$ cat src/rtl/vpiu_pkg.sv
/*
 vectored priority interrupt unit: shared constants and types.
 assumes a 32-bit apb register bus and a single system clock.
*/
package vpiu_pkg;
	// fixed handler addresses
	localparam logic [31:0] VEC_BUS = 32'h0000_0008;
	localparam logic [31:0] VEC_TICK = 32'h0000_000e;
	localparam logic [31:0] VEC_ALIGN = 32'h0000_0014;
	localparam logic [31:0] VEC_ILL = 32'h0000_001a;
	localparam logic [31:0] VEC_HW = 32'h0000_0020;
	localparam logic [31:0] VEC_SYS = 32'h0000_0026;
	localparam logic [31:0] VEC_TRAP = 32'h0000_002c;
	localparam logic [31:0] VEC_RST = 32'h0000_0038;
	localparam logic [31:0] VEC_STK = 32'h0000_003e;
	// source count and level width
	localparam int NSRC = 16;
	localparam int LVLW = 4;
	localparam int STKD = 16;
	localparam logic [3:0] LVL_OFF = 4'h0;
	// register byte offsets
	localparam logic [7:0] REG_CTRL = 8'h00;
	localparam logic [7:0] REG_SLIM = 8'h04;
	localparam logic [7:0] REG_MASK = 8'h08;
	localparam logic [7:0] REG_STAT = 8'h0c;
	localparam logic [7:0] REG_PRLO = 8'h10;
	localparam logic [7:0] REG_PRHI = 8'h14;
	localparam logic [7:0] REG_STATE = 8'h18;
	// control fields
	localparam int CTRL_STK_EN = 0;
	localparam int CTRL_WAKE_PC = 1;
	localparam int CTRL_WAKE_WT = 2;
	localparam int CTRL_WAKE_CMP = 3;
	localparam logic [3:0] CTRL_RST = 4'h0;
	// source slots: 0..7 pins, then always-on peripherals
	localparam logic [15:0] WAKE_PINS = 16'h00ff;
	localparam int SRC_PC = 8;
	localparam int SRC_WT = 9;
	localparam int SRC_CMP = 10;
	// access sizes
	localparam logic [1:0] SZ_HALF = 2'h1;
	localparam logic [1:0] SZ_WORD = 2'h2;
	// one cpu data access as seen by the unit
	typedef struct packed {
		logic req;
		logic we;
		logic [1:0] size;
		logic [1:0] addr_lo;
		logic unmapped;
		logic periph_off;
		logic rom;
	} vpiu_mem_t;
	// saved context of one service level
	typedef struct packed {
		logic sup;
		logic [3:0] lvl;
	} vpiu_stk_t;
endpackage

$ cat src/rtl/vpiu_top.sv
/*
 vectored priority interrupt unit: exception vectoring, priority
 controller with nesting, apb register file and sleep wake path.
 assumes cpu event inputs are synchronous one-cycle pulses on pclk
 and peripheral request lines are asynchronous levels.
*/
// Added by the designer: the address map and the APB register port.
// Contract
// - taken event loads pc with its vector
// - every entry switches to supervisor mode
// - bad address, off peripheral, rom write vector 0x08
// - tick timer vectors to 0x0e
// - misaligned half or word vectors 0x14
// - unknown encoding vectors to 0x1a
// - system call instruction vectors to 0x26
// - trap instruction or debug vectors 0x2c
// - any reset starts at 0x38
// - enabled stack limit hit vectors 0x3e
// - per-source mask, unmasked requests vector 0x20
// - level per source, zero never interrupts
// - sources may share a level
// - only strictly higher level preempts
// - lower pending served after return
// - pin sources wake in sleep; always-on sources wake only once their ctrl wake enable is set
`timescale 1ns/1ps
`default_nettype none
module vpiu_top (
	input wire logic pclk,
	input wire logic presetn,
	input wire logic psel,
	input wire logic penable,
	input wire logic pwrite,
	input wire logic [7:0] paddr,
	input wire logic [31:0] pwdata,
	output logic [31:0] prdata,
	output logic pready,
	output logic pslverr,
	input wire vpiu_pkg::vpiu_mem_t mem_i,
	input wire logic ill_instr_i,
	input wire logic sys_instr_i,
	input wire logic trap_instr_i,
	input wire logic debug_trap_i,
	input wire logic tick_i,
	input wire logic soft_rst_i,
	input wire logic sp_valid_i,
	input wire logic [31:0] sp_i,
	input wire logic isr_ret_i,
	input wire logic user_mode_i,
	input wire logic [15:0] src_i,
	output logic pc_load_o,
	output logic [31:0] pc_vec_o,
	output logic supervisor_o,
	output logic irq_o,
	output logic wake_o
);
	// three-stage synchroniser on request lines
	logic [15:0] s1_ff, s2_ff, s3_ff, st_ff;
	// settled level changes only when stages two and three agree
	wire [15:0] agree = ~(s2_ff ^ s3_ff);
	wire [15:0] nxt_st = (agree & s3_ff) | (~agree & st_ff);
	wire [15:0] src_rise = nxt_st & ~st_ff;

	always_ff @(posedge pclk or negedge presetn)
	begin
		if (!presetn)
		begin
			s1_ff <= 16'h0000;
			s2_ff <= 16'h0000;
			s3_ff <= 16'h0000;
			st_ff <= 16'h0000;
		end
		else
		begin
			s1_ff <= src_i;
			s2_ff <= s1_ff;
			s3_ff <= s2_ff;
			st_ff <= nxt_st;
		end
	end

	// software registers
	logic [3:0] ctrl_ff; // stack check and optional wake enables
	logic [31:0] slim_ff; // stack limit address
	logic [15:0] mask_ff; // 1 lets a source through
	logic [15:0] pend_ff; // sticky request bits
	logic [63:0] prio_ff; // four bits of level per source
	logic [31:0] prdata_ff;

	// apb decode
	wire setup = psel & ~penable;
	wire acc = psel & penable;
	wire wr = acc & pwrite;
	wire rd = acc & ~pwrite;
	wire hit_ctrl = paddr == vpiu_pkg::REG_CTRL;
	wire hit_slim = paddr == vpiu_pkg::REG_SLIM;
	wire hit_mask = paddr == vpiu_pkg::REG_MASK;
	wire hit_stat = paddr == vpiu_pkg::REG_STAT;
	wire hit_prlo = paddr == vpiu_pkg::REG_PRLO;
	wire hit_prhi = paddr == vpiu_pkg::REG_PRHI;
	wire hit_state = paddr == vpiu_pkg::REG_STATE;
	wire hit = hit_ctrl | hit_slim | hit_mask | hit_stat | hit_prlo
		| hit_prhi | hit_state;
	// zero wait states; unmapped access answers with an error
	assign pready = acc;
	assign pslverr = acc & ~hit;
	assign prdata = prdata_ff;

	// nesting state
	vpiu_pkg::vpiu_stk_t stk_mem [vpiu_pkg::STKD];
	logic [4:0] depth_ff; // 0..16 saved contexts
	logic [3:0] act_ff; // level now being served
	logic sup_ff;
	logic pc_load_ff;
	logic [31:0] pc_vec_ff;
	logic rst_pend_ff; // reset vector owed after release
	logic stk_hit_ff; // previous stack compare, for edge

	// read mux, captured in setup so prdata is a flop
	wire [31:0] rdmux =
		hit_ctrl ? {28'h0000000, ctrl_ff} :
		hit_slim ? slim_ff :
		hit_mask ? {16'h0000, mask_ff} :
		hit_stat ? {16'h0000, pend_ff} :
		hit_prlo ? prio_ff[31:0] :
		hit_prhi ? prio_ff[63:32] :
		hit_state ? {23'h000000, depth_ff, act_ff} :
		32'h0000_0000;

	// read clears only the bits that were returned, so an event
	// landing after the setup snapshot survives
	wire [15:0] pend_clr = (rd & hit_stat) ? prdata_ff[15:0] :
		16'h0000;
	// set wins over clear
	wire [15:0] nxt_pend = (pend_ff & ~pend_clr) | src_rise;

	// apb write and read capture
	always_ff @(posedge pclk or negedge presetn)
	begin
		if (!presetn)
		begin
			ctrl_ff <= vpiu_pkg::CTRL_RST;
			slim_ff <= 32'h0000_0000;
			mask_ff <= 16'h0000;
			prio_ff <= 64'h0;
			prdata_ff <= 32'h0000_0000;
		end
		else
		begin
			if (wr && hit_ctrl)
				ctrl_ff <= pwdata[3:0];
			if (wr && hit_slim)
				slim_ff <= pwdata;
			if (wr && hit_mask)
				mask_ff <= pwdata[15:0];
			if (wr && hit_prlo)
				prio_ff[31:0] <= pwdata;
			if (wr && hit_prhi)
				prio_ff[63:32] <= pwdata;
			if (setup)
				prdata_ff <= rdmux;
		end
	end

	// pending bits, sticky until status read
	always_ff @(posedge pclk or negedge presetn)
	begin
		if (!presetn)
			pend_ff <= 16'h0000;
		else
			pend_ff <= nxt_pend;
	end

	// highest level among live sources; shared levels just merge
	logic [3:0] best_lvl;
	always_comb
	begin
		best_lvl = vpiu_pkg::LVL_OFF;
		for (int i = 0; i < vpiu_pkg::NSRC; i++)
		begin
			// level zero never wins since best starts at zero
			if (pend_ff[i] && mask_ff[i] &&
				prio_ff[i*4 +: 4] > best_lvl)
				best_lvl = prio_ff[i*4 +: 4];
		end
	end

	// strictly higher than current level only
	wire hw_req = best_lvl > act_ff;
	// level output to the cpu follows the same gate
	assign irq_o = hw_req;

	// cpu exception causes
	wire misal = (mem_i.size == vpiu_pkg::SZ_HALF &&
		mem_i.addr_lo[0]) ||
		(mem_i.size == vpiu_pkg::SZ_WORD && mem_i.addr_lo != 2'h0);
	wire c_bus = mem_i.req & (mem_i.unmapped | mem_i.periph_off |
		(mem_i.we & mem_i.rom));
	wire c_align = mem_i.req & misal;
	// stack grows down, so at or below the limit is overflow
	wire stk_hit = ctrl_ff[vpiu_pkg::CTRL_STK_EN] & sp_valid_i &
		(sp_i <= slim_ff);
	wire c_stk = stk_hit & ~stk_hit_ff;
	wire c_trap = trap_instr_i | debug_trap_i;
	wire c_rst = rst_pend_ff | soft_rst_i;
	wire exc = c_rst | c_bus | c_align | ill_instr_i | sys_instr_i
		| c_trap | c_stk | tick_i;
	wire take = exc | hw_req;

	// fixed priority among simultaneous causes
	wire [31:0] vec =
		c_rst ? vpiu_pkg::VEC_RST :
		c_bus ? vpiu_pkg::VEC_BUS :
		c_align ? vpiu_pkg::VEC_ALIGN :
		ill_instr_i ? vpiu_pkg::VEC_ILL :
		sys_instr_i ? vpiu_pkg::VEC_SYS :
		c_trap ? vpiu_pkg::VEC_TRAP :
		c_stk ? vpiu_pkg::VEC_STK :
		tick_i ? vpiu_pkg::VEC_TICK :
		vpiu_pkg::VEC_HW;
	wire hw_take = take & ~exc;
	wire push = take & ~c_rst & (depth_ff != 5'(vpiu_pkg::STKD));
	// a return in the entry cycle is dropped; entry wins
	wire pop = isr_ret_i & ~take & (depth_ff != 5'h00);
	wire [3:0] top_idx = 4'(depth_ff - 5'h01);
	vpiu_pkg::vpiu_stk_t top;
	assign top = stk_mem[top_idx];

	// save context on entry, reload on return
	always_ff @(posedge pclk)
	begin
		if (push)
			stk_mem[depth_ff[3:0]] <= '{sup: sup_ff, lvl: act_ff};
	end

	// entry, nesting and mode control
	always_ff @(posedge pclk or negedge presetn)
	begin
		if (!presetn)
		begin
			rst_pend_ff <= 1'b1;
			depth_ff <= 5'h00;
			act_ff <= vpiu_pkg::LVL_OFF;
			sup_ff <= 1'b1;
			pc_load_ff <= 1'b0;
			pc_vec_ff <= vpiu_pkg::VEC_RST;
			stk_hit_ff <= 1'b0;
		end
		else
		begin
			rst_pend_ff <= 1'b0;
			stk_hit_ff <= stk_hit;
			pc_load_ff <= take;
			if (take)
				pc_vec_ff <= vec;
			if (c_rst)
			begin
				// reset drops all nesting
				depth_ff <= 5'h00;
				act_ff <= vpiu_pkg::LVL_OFF;
				sup_ff <= 1'b1;
			end
			else if (take)
			begin
				sup_ff <= 1'b1;
				if (push)
					depth_ff <= depth_ff + 5'h01;
				if (hw_take)
					act_ff <= best_lvl;
			end
			else if (pop)
			begin
				depth_ff <= depth_ff - 5'h01;
				act_ff <= top.lvl;
				sup_ff <= top.sup;
			end
			else if (user_mode_i)
				sup_ff <= 1'b0;
		end
	end

	assign pc_load_o = pc_load_ff;
	assign pc_vec_o = pc_vec_ff;
	assign supervisor_o = sup_ff;

	// wake path is combinational on raw pins: clock may be stopped
	wire [15:0] wake_en = vpiu_pkg::WAKE_PINS |
		(16'(ctrl_ff[vpiu_pkg::CTRL_WAKE_PC]) << vpiu_pkg::SRC_PC) |
		(16'(ctrl_ff[vpiu_pkg::CTRL_WAKE_WT]) << vpiu_pkg::SRC_WT) |
		(16'(ctrl_ff[vpiu_pkg::CTRL_WAKE_CMP]) << vpiu_pkg::SRC_CMP);
	assign wake_o = |(src_i & wake_en);

	// checks
	chk_entry_load: assert property (@(posedge pclk)
		disable iff (!presetn) take |=> pc_load_o && pc_vec_o == $past(vec))
		else $error("entry did not load vector");
	chk_sup_entry: assert property (@(posedge pclk)
		disable iff (!presetn) pc_load_o |-> supervisor_o)
		else $error("handler not in supervisor mode");
	chk_bus_vec: assert property (@(posedge pclk)
		disable iff (!presetn) c_bus && !c_rst |=>
		pc_vec_o == vpiu_pkg::VEC_BUS)
		else $error("bus error vector wrong");
	chk_align_vec: assert property (@(posedge pclk)
		disable iff (!presetn) mem_i.req && misal && !c_bus && !c_rst
		|=> pc_vec_o == vpiu_pkg::VEC_ALIGN)
		else $error("alignment vector wrong");
	chk_soft_rst: assert property (@(posedge pclk)
		disable iff (!presetn) soft_rst_i |=>
		pc_vec_o == vpiu_pkg::VEC_RST && depth_ff == 5'h00)
		else $error("reset vector wrong");
	chk_lvl_zero: assert property (@(posedge pclk)
		disable iff (!presetn) pc_load_o && pc_vec_o == vpiu_pkg::VEC_HW
		|-> $past(best_lvl) != vpiu_pkg::LVL_OFF)
		else $error("level zero interrupted");
	chk_preempt: assert property (@(posedge pclk)
		disable iff (!presetn) hw_take |=>
		act_ff > $past(act_ff) ##1 !(pc_vec_o == vpiu_pkg::VEC_HW &&
		pc_load_o && $past(best_lvl) <= $past(act_ff, 2)))
		else $error("preemption not strictly higher");
	chk_level_pop: assert property (@(posedge pclk)
		disable iff (!presetn) pop |=>
		act_ff == $past(top.lvl) && depth_ff == $past(depth_ff) - 5'h01)
		else $error("return did not restore level");
	chk_stk_vec: assert property (@(posedge pclk)
		disable iff (!presetn) c_stk && vec == vpiu_pkg::VEC_STK |=>
		pc_load_o ##1 !(pc_load_o && pc_vec_o == vpiu_pkg::VEC_STK))
		else $error("stack overflow vector wrong");
	chk_mask_gate: assert property (@(posedge pclk)
		disable iff (!presetn) irq_o |-> |(pend_ff & mask_ff))
		else $error("masked source raised interrupt");

	// causes that outrank each exception, in the order of the vector
	// select; written apart from it so a slip in that chain shows up
	wire above_ill = c_rst | c_bus | c_align;
	wire above_sys = above_ill | ill_instr_i;
	wire above_trap = above_sys | sys_instr_i;
	wire above_tick = above_trap | c_trap | c_stk;

	chk_ill_vec: assert property (@(posedge pclk)
		disable iff (!presetn) ill_instr_i && !above_ill |=>
		pc_load_o && pc_vec_o == vpiu_pkg::VEC_ILL)
		else $error("illegal instruction vector wrong");
	chk_sys_vec: assert property (@(posedge pclk)
		disable iff (!presetn) sys_instr_i && !above_sys |=>
		pc_load_o && pc_vec_o == vpiu_pkg::VEC_SYS)
		else $error("system call vector wrong");
	chk_trap_vec: assert property (@(posedge pclk)
		disable iff (!presetn) (trap_instr_i || debug_trap_i) &&
		!above_trap |=> pc_load_o && pc_vec_o == vpiu_pkg::VEC_TRAP)
		else $error("trap vector wrong");
	chk_tick_vec: assert property (@(posedge pclk)
		disable iff (!presetn) tick_i && !above_tick |=>
		pc_load_o && pc_vec_o == vpiu_pkg::VEC_TICK)
		else $error("tick vector wrong");
	chk_hw_vec: assert property (@(posedge pclk)
		disable iff (!presetn) hw_req && !exc |=>
		pc_load_o && pc_vec_o == vpiu_pkg::VEC_HW)
		else $error("hardware interrupt vector wrong");
	chk_hw_strict: assert property (@(posedge pclk)
		disable iff (!presetn) pc_load_o && pc_vec_o == vpiu_pkg::VEC_HW
		|-> $past(best_lvl) > $past(act_ff))
		else $error("interrupt taken without higher level");
	// first edge out of reset must hand the reset vector over
	chk_rst_release: assert property (@(posedge pclk)
		disable iff (!presetn) rst_pend_ff |=>
		pc_load_o && pc_vec_o == vpiu_pkg::VEC_RST && supervisor_o)
		else $error("reset vector not loaded after release");
	// pins wake without any register setup
	chk_wake_pins: assert property (@(posedge pclk)
		disable iff (!presetn) |(src_i & vpiu_pkg::WAKE_PINS) |-> wake_o)
		else $error("pin request did not wake");
	chk_ret_mode: assert property (@(posedge pclk)
		disable iff (!presetn) pop |=> supervisor_o == $past(top.sup))
		else $error("return did not restore mode");
endmodule
`default_nettype wire

$ cat config.mk
export PLATFORM = sky130hd
export DESIGN_NAME = vpiu_top
export DESIGN_NICKNAME = d
export VERILOG_FILES = /design/src/rtl/vpiu_pkg.sv /design/src/rtl/vpiu_top.sv
export SDC_FILE = /design/constraint.sdc
export NUM_CORES = 1
export LEC_CHECK = 0
export ABC_AREA = 0
export BUFFER_PORTS_ARGS = -buffer_cell sky130_fd_sc_hd__buf_4
export CELL_PAD_IN_SITES_DETAIL_PLACEMENT = 0
export CELL_PAD_IN_SITES_GLOBAL_PLACEMENT = 2
export CORE_MARGIN = 2
export CORE_UTILIZATION = 39
export DETAILED_ROUTE_END_ITERATION = 12
export PLACE_DENSITY = 0.87
export SYNTH_ARGS = -nofsm -noshare
export SYNTH_HDL_FRONTEND = slang
export SYNTH_SLANG_ARGS = --single-unit
$ cat constraint.sdc
create_clock -name pclk -period 30.7 [get_ports pclk]
set_clock_uncertainty 0.15 [all_clocks]
set_input_delay 6.14 -clock pclk [delete_from_list [all_inputs] [get_ports pclk]]
set_output_delay 6.14 -clock pclk [all_outputs]
set_load 0.05 [all_outputs]
Word-level counts from Yosys, hierarchy flattened
Memory sizes are Yosys's and may differ from the RTL's.
Cells that the tools add are included.
{ "classes": {"addsub": 2, "mul": 0, "n_div": 0, "magnitude_cmp": 18, "n_eq_ne": 11, "shifts": 0, "mux": 46, "bitwise_logic": 56, "n_reduce_logical": 48} }
{ "ops": {"columns": ["op", "count"], "rows": [
  ["$mux W32", 6],
  ["$mux W4", 20],
  ["$and A16 B16 Y16", 4],
  ["$gt A4 B4 Y1", 16],
  ["$not A16 Y16", 4],
  ["$mux W6", 8],
  ["$logic_and A1 B1 Y1", 39],
  ["$le A32 B32 Y1", 1],
  ["$or A16 B16 Y16", 2],
  ["$eq A8 B5 Y1 const B", 3],
  ["$mux W5", 4],
  ["$or A1 B1 Y1", 18],
  ["$and A1 B1 Y1", 17],
  ["$and A16 B11 Y16", 1],
  ["$eq A8 B4 Y1 const B", 2],
  ["$mux W16", 1],
  ["$reduce_or A16 Y1", 1],
  ["$xor A16 B16 Y16", 1],
  ["$or A10 B11 Y11", 1],
  ["$or A9 B10 Y10", 1],
  ["$mux W9", 1],
  ["$eq A8 B3 Y1 const B", 1],
  ["$logic_not A8 Y1", 1],
  ["$not A1 Y1", 7],
  ["other kinds (14)", 21]
]} }
{ "totals": {"register_bits": 273, "latch_bits": 0, "ramBits": 80, "rom_bits": 0, "in_bits": 111, "output_inout_bits": 70, "memories": 1} }
{ "memory_table": {"columns": ["memory", "depth", "word_bits", "read_ports", "rd_clocked_by_memory_dff", "write_ports", "line_no", "rtl"], "rows": [
  ["stk_mem", 16, 5, 1, 0, 1, "vpiu_top.sv:109", "vpiu_pkg::vpiu_stk_t stk_mem [vpiu_pkg::STKD];"]
]} }

Longest topological paths before layout
{ "logic_depth": {"depth_word": 56, "depth_mapped": 141} }

Least setup slack after synthesis
No wires, ideal clock.
{ "synth_timing": {"path_kind": "reg-to-output", "from": "register pend_ff[0]", "to": "output irq_o", "t_arrival_ns": 22.933, "t_required_ns": 24.410, "setup_slack_ns": 1.477, "path_stages_with_launch": 118, "path_cell_list": "dfrtp_1 > and3_4 > inv_2 > ha_1 > nand4_1 > nand2_1 > a21oi_2 > mux2_4 > nor2_1 > o21ai_0 > maj3_1 > a41oi_1 > a41o_1 > mux2_2 > ha_1 > nand3_1 > o31ai_1 > nand2_1 > [... 82 more ...] > o21a_1 > o21a_1 > o2111ai_1 > mux2_2 > ha_1 > nor2b_1 > o21ai_0 > nand2b_1 > a21oi_1 > nor2_1 > clkbuf_1 > o31a_1 > ha_1 > nor2b_1 > o21ai_0 > nand2b_1 > a21oi_1 > a41oi_1"} }
{ "synth_via": {"elab_chain_cells": 49} }
{ "synth_lines": {"columns": ["item", "line_no", "rtl"], "rows": [
  ["start: declaration", "vpiu_top.sv:85", "logic [15:0] pend_ff;"],
  ["start signal: assignment", "vpiu_top.sv:170", "pend_ff <= nxt_pend;"],
  ["$logic_and A1 B1 Y1 * (2 in a row)", "vpiu_top.sv:181", "if (pend_ff[i] && mask_ff[i] &&"],
  ["$mux W4 *", "vpiu_top.sv:181", null],
  ["$gt A4 B4 Y1", "vpiu_top.sv:182", "prio_ff[i*4 +: 4] > best_lvl)"],
  ["$logic_and A1 B1 Y1", "vpiu_top.sv:181", null],
  ["$mux W4 *", "vpiu_top.sv:181", null],
  ["$gt A4 B4 Y1", "vpiu_top.sv:182", null],
  ["$logic_and A1 B1 Y1", "vpiu_top.sv:181", null],
  ["$mux W4 *", "vpiu_top.sv:181", null],
  ["[... 32 more ...]", null, null],
  ["$mux W4 *", "vpiu_top.sv:181", null],
  ["$gt A4 B4 Y1", "vpiu_top.sv:182", null],
  ["$logic_and A1 B1 Y1", "vpiu_top.sv:181", null],
  ["$mux W4 *", "vpiu_top.sv:181", null],
  ["$gt A4 B4 Y1", "vpiu_top.sv:182", null],
  ["$logic_and A1 B1 Y1", "vpiu_top.sv:181", null],
  ["$mux W4 *", "vpiu_top.sv:181", null],
  ["$gt A4 B4 Y1 *", "vpiu_top.sv:188", "wire hw_req = best_lvl > act_ff;"],
  ["end: declaration", "vpiu_top.sv:53", "output logic irq_o,"]
]} }
Every way passes the cells marked *; elsewhere a longest branch is shown, timed or not.

Worst setup path in the final report
{ "layout_timing": {"from": "register mask_ff[0]", "to": "output irq_o"} }
{ "layout_via": {"elab_chain_cells": 49} }
{ "layout_lines": {"columns": ["item", "line_no", "rtl"], "rows": [
  ["start: declaration", "vpiu_top.sv:84", "logic [15:0] mask_ff;"],
  ["start signal: assignment", "vpiu_top.sv:154", "mask_ff <= pwdata[15:0];"],
  ["$logic_and A1 B1 Y1 * (2 in a row)", "vpiu_top.sv:181", null],
  ["$mux W4 *", "vpiu_top.sv:181", null],
  ["$gt A4 B4 Y1", "vpiu_top.sv:182", null],
  ["$logic_and A1 B1 Y1", "vpiu_top.sv:181", null],
  ["$mux W4 *", "vpiu_top.sv:181", null],
  ["$gt A4 B4 Y1", "vpiu_top.sv:182", null],
  ["$logic_and A1 B1 Y1", "vpiu_top.sv:181", null],
  ["$mux W4 *", "vpiu_top.sv:181", null],
  ["[... 32 more ...]", null, null],
  ["$mux W4 *", "vpiu_top.sv:181", null],
  ["$gt A4 B4 Y1", "vpiu_top.sv:182", null],
  ["$logic_and A1 B1 Y1", "vpiu_top.sv:181", null],
  ["$mux W4 *", "vpiu_top.sv:181", null],
  ["$gt A4 B4 Y1", "vpiu_top.sv:182", null],
  ["$logic_and A1 B1 Y1", "vpiu_top.sv:181", null],
  ["$mux W4 *", "vpiu_top.sv:181", null],
  ["$gt A4 B4 Y1 *", "vpiu_top.sv:188", null]
]} }
Marks and branches as above.

==> results by group <==
Synthesis
  • Seq/Total Area, Yosys: 49.00%
  • Most used DFF post-synth: dfrtp_1
  • Post-synth EDFFs: 80
  • Async set or reset register ratio after synthesis: 75.46%
  • Synth Warn #: 0
  • Synth top area share: 34.50%
  • Syn avg cell area: 10.61 um2
  • Post-Synthesis Cells: 1,648
  • Synth top area cells: dfrtp_1 (35%), edfxtp_1 (14%), ha_1 (5.4%), nand2_1 (4.9%), mux2_2 (4.8%)
  • Yosys top cell by area: dfrtp_1
  • Synth Register Bits: 326
  • Post-synthesis cell area: 17,480 um2
  • Distinct cells, synth: 100

Finish
  • Final #Nets: 2,015
  • Register area: 8566 um2
  • Share of cells above drive strength 1: 25.74%
  • Fill cells: 4,102
  • Diode count: 0
  • Area growth syn-to-layout: 21.42%
  • Finished Core Util: 47.99%
  • Multi-input logic area: 8697 um2

Routing
  • DR iter-0 viols: 1,039
  • Drt total wl: 53.53 mm
  • Residual DRC: 0
  • Wire length per cell: 21.86 um
  • Antenna Nets Post-Route: 0
  • Drt pass-1 iters: 5
  • Vias per cell: 5.624
  • DR vias: 13,770

GRT
  • Largest net degree at the start of global routing: 128
  • Initial antenna violation count: 1
  • Overflow after GRT: 0
  • Gr usage total: 22.64%
  • Vias in the first global route: 13,560
  • Global-route wire length before repair: 80.63 mm

Placement
  • Port Buf Inserts: 153
  • Hpwl dp: 38.16 mm
  • GP Congestion: 0.9143

Die
  • Die Wd: 215.7 um
  • Die H: 215.7 um
  • # IOs: 181
  • Die area: 46,520 um2
  • Starting density of the core: 39.52%
  • Core box area: 44,220 um2
  • Row cnt: 77

Timing
  • Slew Viols, Final: 0
  • Worst-margin pin slew: 1128 ps
  • Hold slack final: 196.0 ps
  • Final period utilization: 97.29%
  • Hold Vio Cnt, Final: 0
  • Minimum clock period: 29,870 ps
  • Max_slew headroom: 24.60%
  • Fmax: 33.48 MHz
  • Final setup violation count: 0

Worst hold path
  • Hold crit path type: flop to flop
  • Min-delay src: s1_ff[0]
  • Worst hold path depth: 0
  • Worst Hold Path EP: s2_ff[0]

Worst setup path
  • Crit. End Element: output pin
  • Slowest-stage cell, CP: dfrtp_1
  • Crit path largest cell delay: 420 ps
  • Worst setup path category: flop to output pin
  • R2R cell count: 123
  • R2r setup slk: 5740 ps
  • R2r endpoint: stk_mem[0][4]
  • CP max FO: 13
  • Worst EP arrival: 23,580 ps
  • Most common cell on crit path: mux2_4
  • Critical Path RT: 24,410 ps
  • Startpoint Class: flop
  • R2R Path Start: mask_ff[0]

Pwr
  • PwrDens: 49.55 nW/um2
  • Max IR drop VDD: 0.03726 mV
  • Leak pwr: 0.009095 uW

Clocking
  • CTS tree: done
  • Sink Count: 326
  • H-tree Lvls: 2
  • Max clock buf depth: 3
  • Clock latency on the worst-skew pair: 570 ps
  • Reg clk slew, reported paths: 60 ps
  • Clock buffer count from CTS: 38
  • Clock root cell: clkbuf_16

Run status
  • Status: finished clean

Run
  • Max cap viols: 0
cell usage after synthesis, types with 8 or more instances:
cell type / instances
and3_1: 18
a22oi_1: 8
nor3_1: 25
nand3_1: 26
a21o_1: 14
nor4_1: 8
a221oi_1: 8
buf_4: 27
edfxtp_1: 80
dfrtp_1: 241
xnor2_1: 15
o21ai_0: 161
nor2_1: 74
o211ai_1: 15
mux2_2: 74
maj3_1: 19
nand4_1: 14
ha_1: 76
nand2b_1: 28
nor2b_1: 13
a222oi_1: 32
mux4_2: 27
clkbuf_1: 58
inv_1: 87
a21oi_1: 52
a31oi_1: 19
and2_1: 21
nand2_1: 226
layer usage:
metal	global-route usage (%)	vias to the layer above	share of wire, %	wire length [um]
li1	-	6382	-	-
met5	0	-	0	0
met3	4.736	99	6.8	3627
met4	6.759	0	2.9	1569
met2	36.42	463	46	24880
met1	30.82	6828	44	23450
worst max-delay path: cells and delay by family (launching register included):
family          cells  cell delay [ps]
flops               1              420
compound gates     41             8000
mux                15             4150
simple gates       35             4630
fa+ha+maj          17             4630
buf+inv            11             1080
kinds of logic after synthesis:
| group | Yosys count | synth area share, % |
|---|---|---|
| and+or+nand+nor | 495 | 13.54 |
| AOI/OAI and AO/OA | 419 | 16.55 |
| DFF | 326 | 49.00 |
| buffers and inverters | 181 | 4.481 |
| muxes | 110 | 8.827 |
| adders and majority gates | 95 | 6.529 |
| xor gates and xnor gates | 21 | 1.052 |
| other | 1 | 0.02146 |
registers in the layout, summed over array words and instances, names as in the netlist:
register,flops
mask_ff,16
stk_hit_ff,1
rst_pend_ff,1
s3_ff,16
s2_ff,16
prio_ff,64
ctrl_ff,4
depth_ff,5
pend_ff,16
st_ff,16
s1_ff,16
prdata,32
slim_ff,32
pc_vec_o,5
pc_load_o,1
supervisor_o,1
stk_mem,80
act_ff,4
per-stage QoR:
stage	instances	total power (uW)	TNS, ps	setup slack [ps]	cell area [um2]
after floorplan	1675	529.3	0	1477	17580
final	2449	1052	0	830.6	21220
after CTS	2434	1057	0	46.04	20750
after global routing	2449	1089	-407.9	-407.9	21220
after detailed placement	2347	570.4	-427.5	-427.5	19210
after global placement	2347	568.5	0	365.0	19210
area by class of cell:
type                       count  area share [%]
timing repair buffer         206           7.323
clock inverter                17           1.215
multi-input combinational   1168           40.98
clock buffer                  52           5.070
sequential                   326           40.36
inverter                      88           1.557
tap                          592           3.490
cell usage in the layout, fill, tap and decap left out, drive strengths merged, types with 7 or more instances in the layout:
master	instances
edfxtp	80
nor2b	14
conb	28
a22oi	8
and3	20
ha	76
nor4	9
xnor2	15
dfrtp	241
nand2b	28
or3	8
nand4	14
a21boi	8
nor2	74
a21oi	57
mux4	27
a222oi	32
and2	22
nand3	26
buf	206
mux2	77
a31oi	22
o21ai	168
o211ai	16
nor3	27
a211oi	8
a221oi	8
a21o	14
maj3	19
inv	93
nand2	227
o21a	7
or2	7
clkbuf	52
what timing repair did:
item                                    in CTS  in global routing
setup buffers                               18                 15
endpoints found under the setup margin       1                  1
hold buffers                                 0                  0
resized for setup                           17                 74
pin swaps                                   13                 30
report_power, final:
part	total, uW	switching, uW	internal, uW
logic	106	63.4	42.2
registers	464	9.88	454
clock network	482	190	292
worst max path at each step:
stage	startpoint	cells past startpoint	to	slack (ps)
floorplan	pend_ff[0]	117	irq_o	1480
global placement	pend_ff[0]	120	irq_o	360
detailed placement	pend_ff[0]	119	irq_o	-430
CTS	mask_ff[0]	125	irq_o	50
global route	mask_ff[0]	121	irq_o	-410
finish	mask_ff[0]	119	irq_o	830
Note: power is estimated with default switching activity, not from simulation.
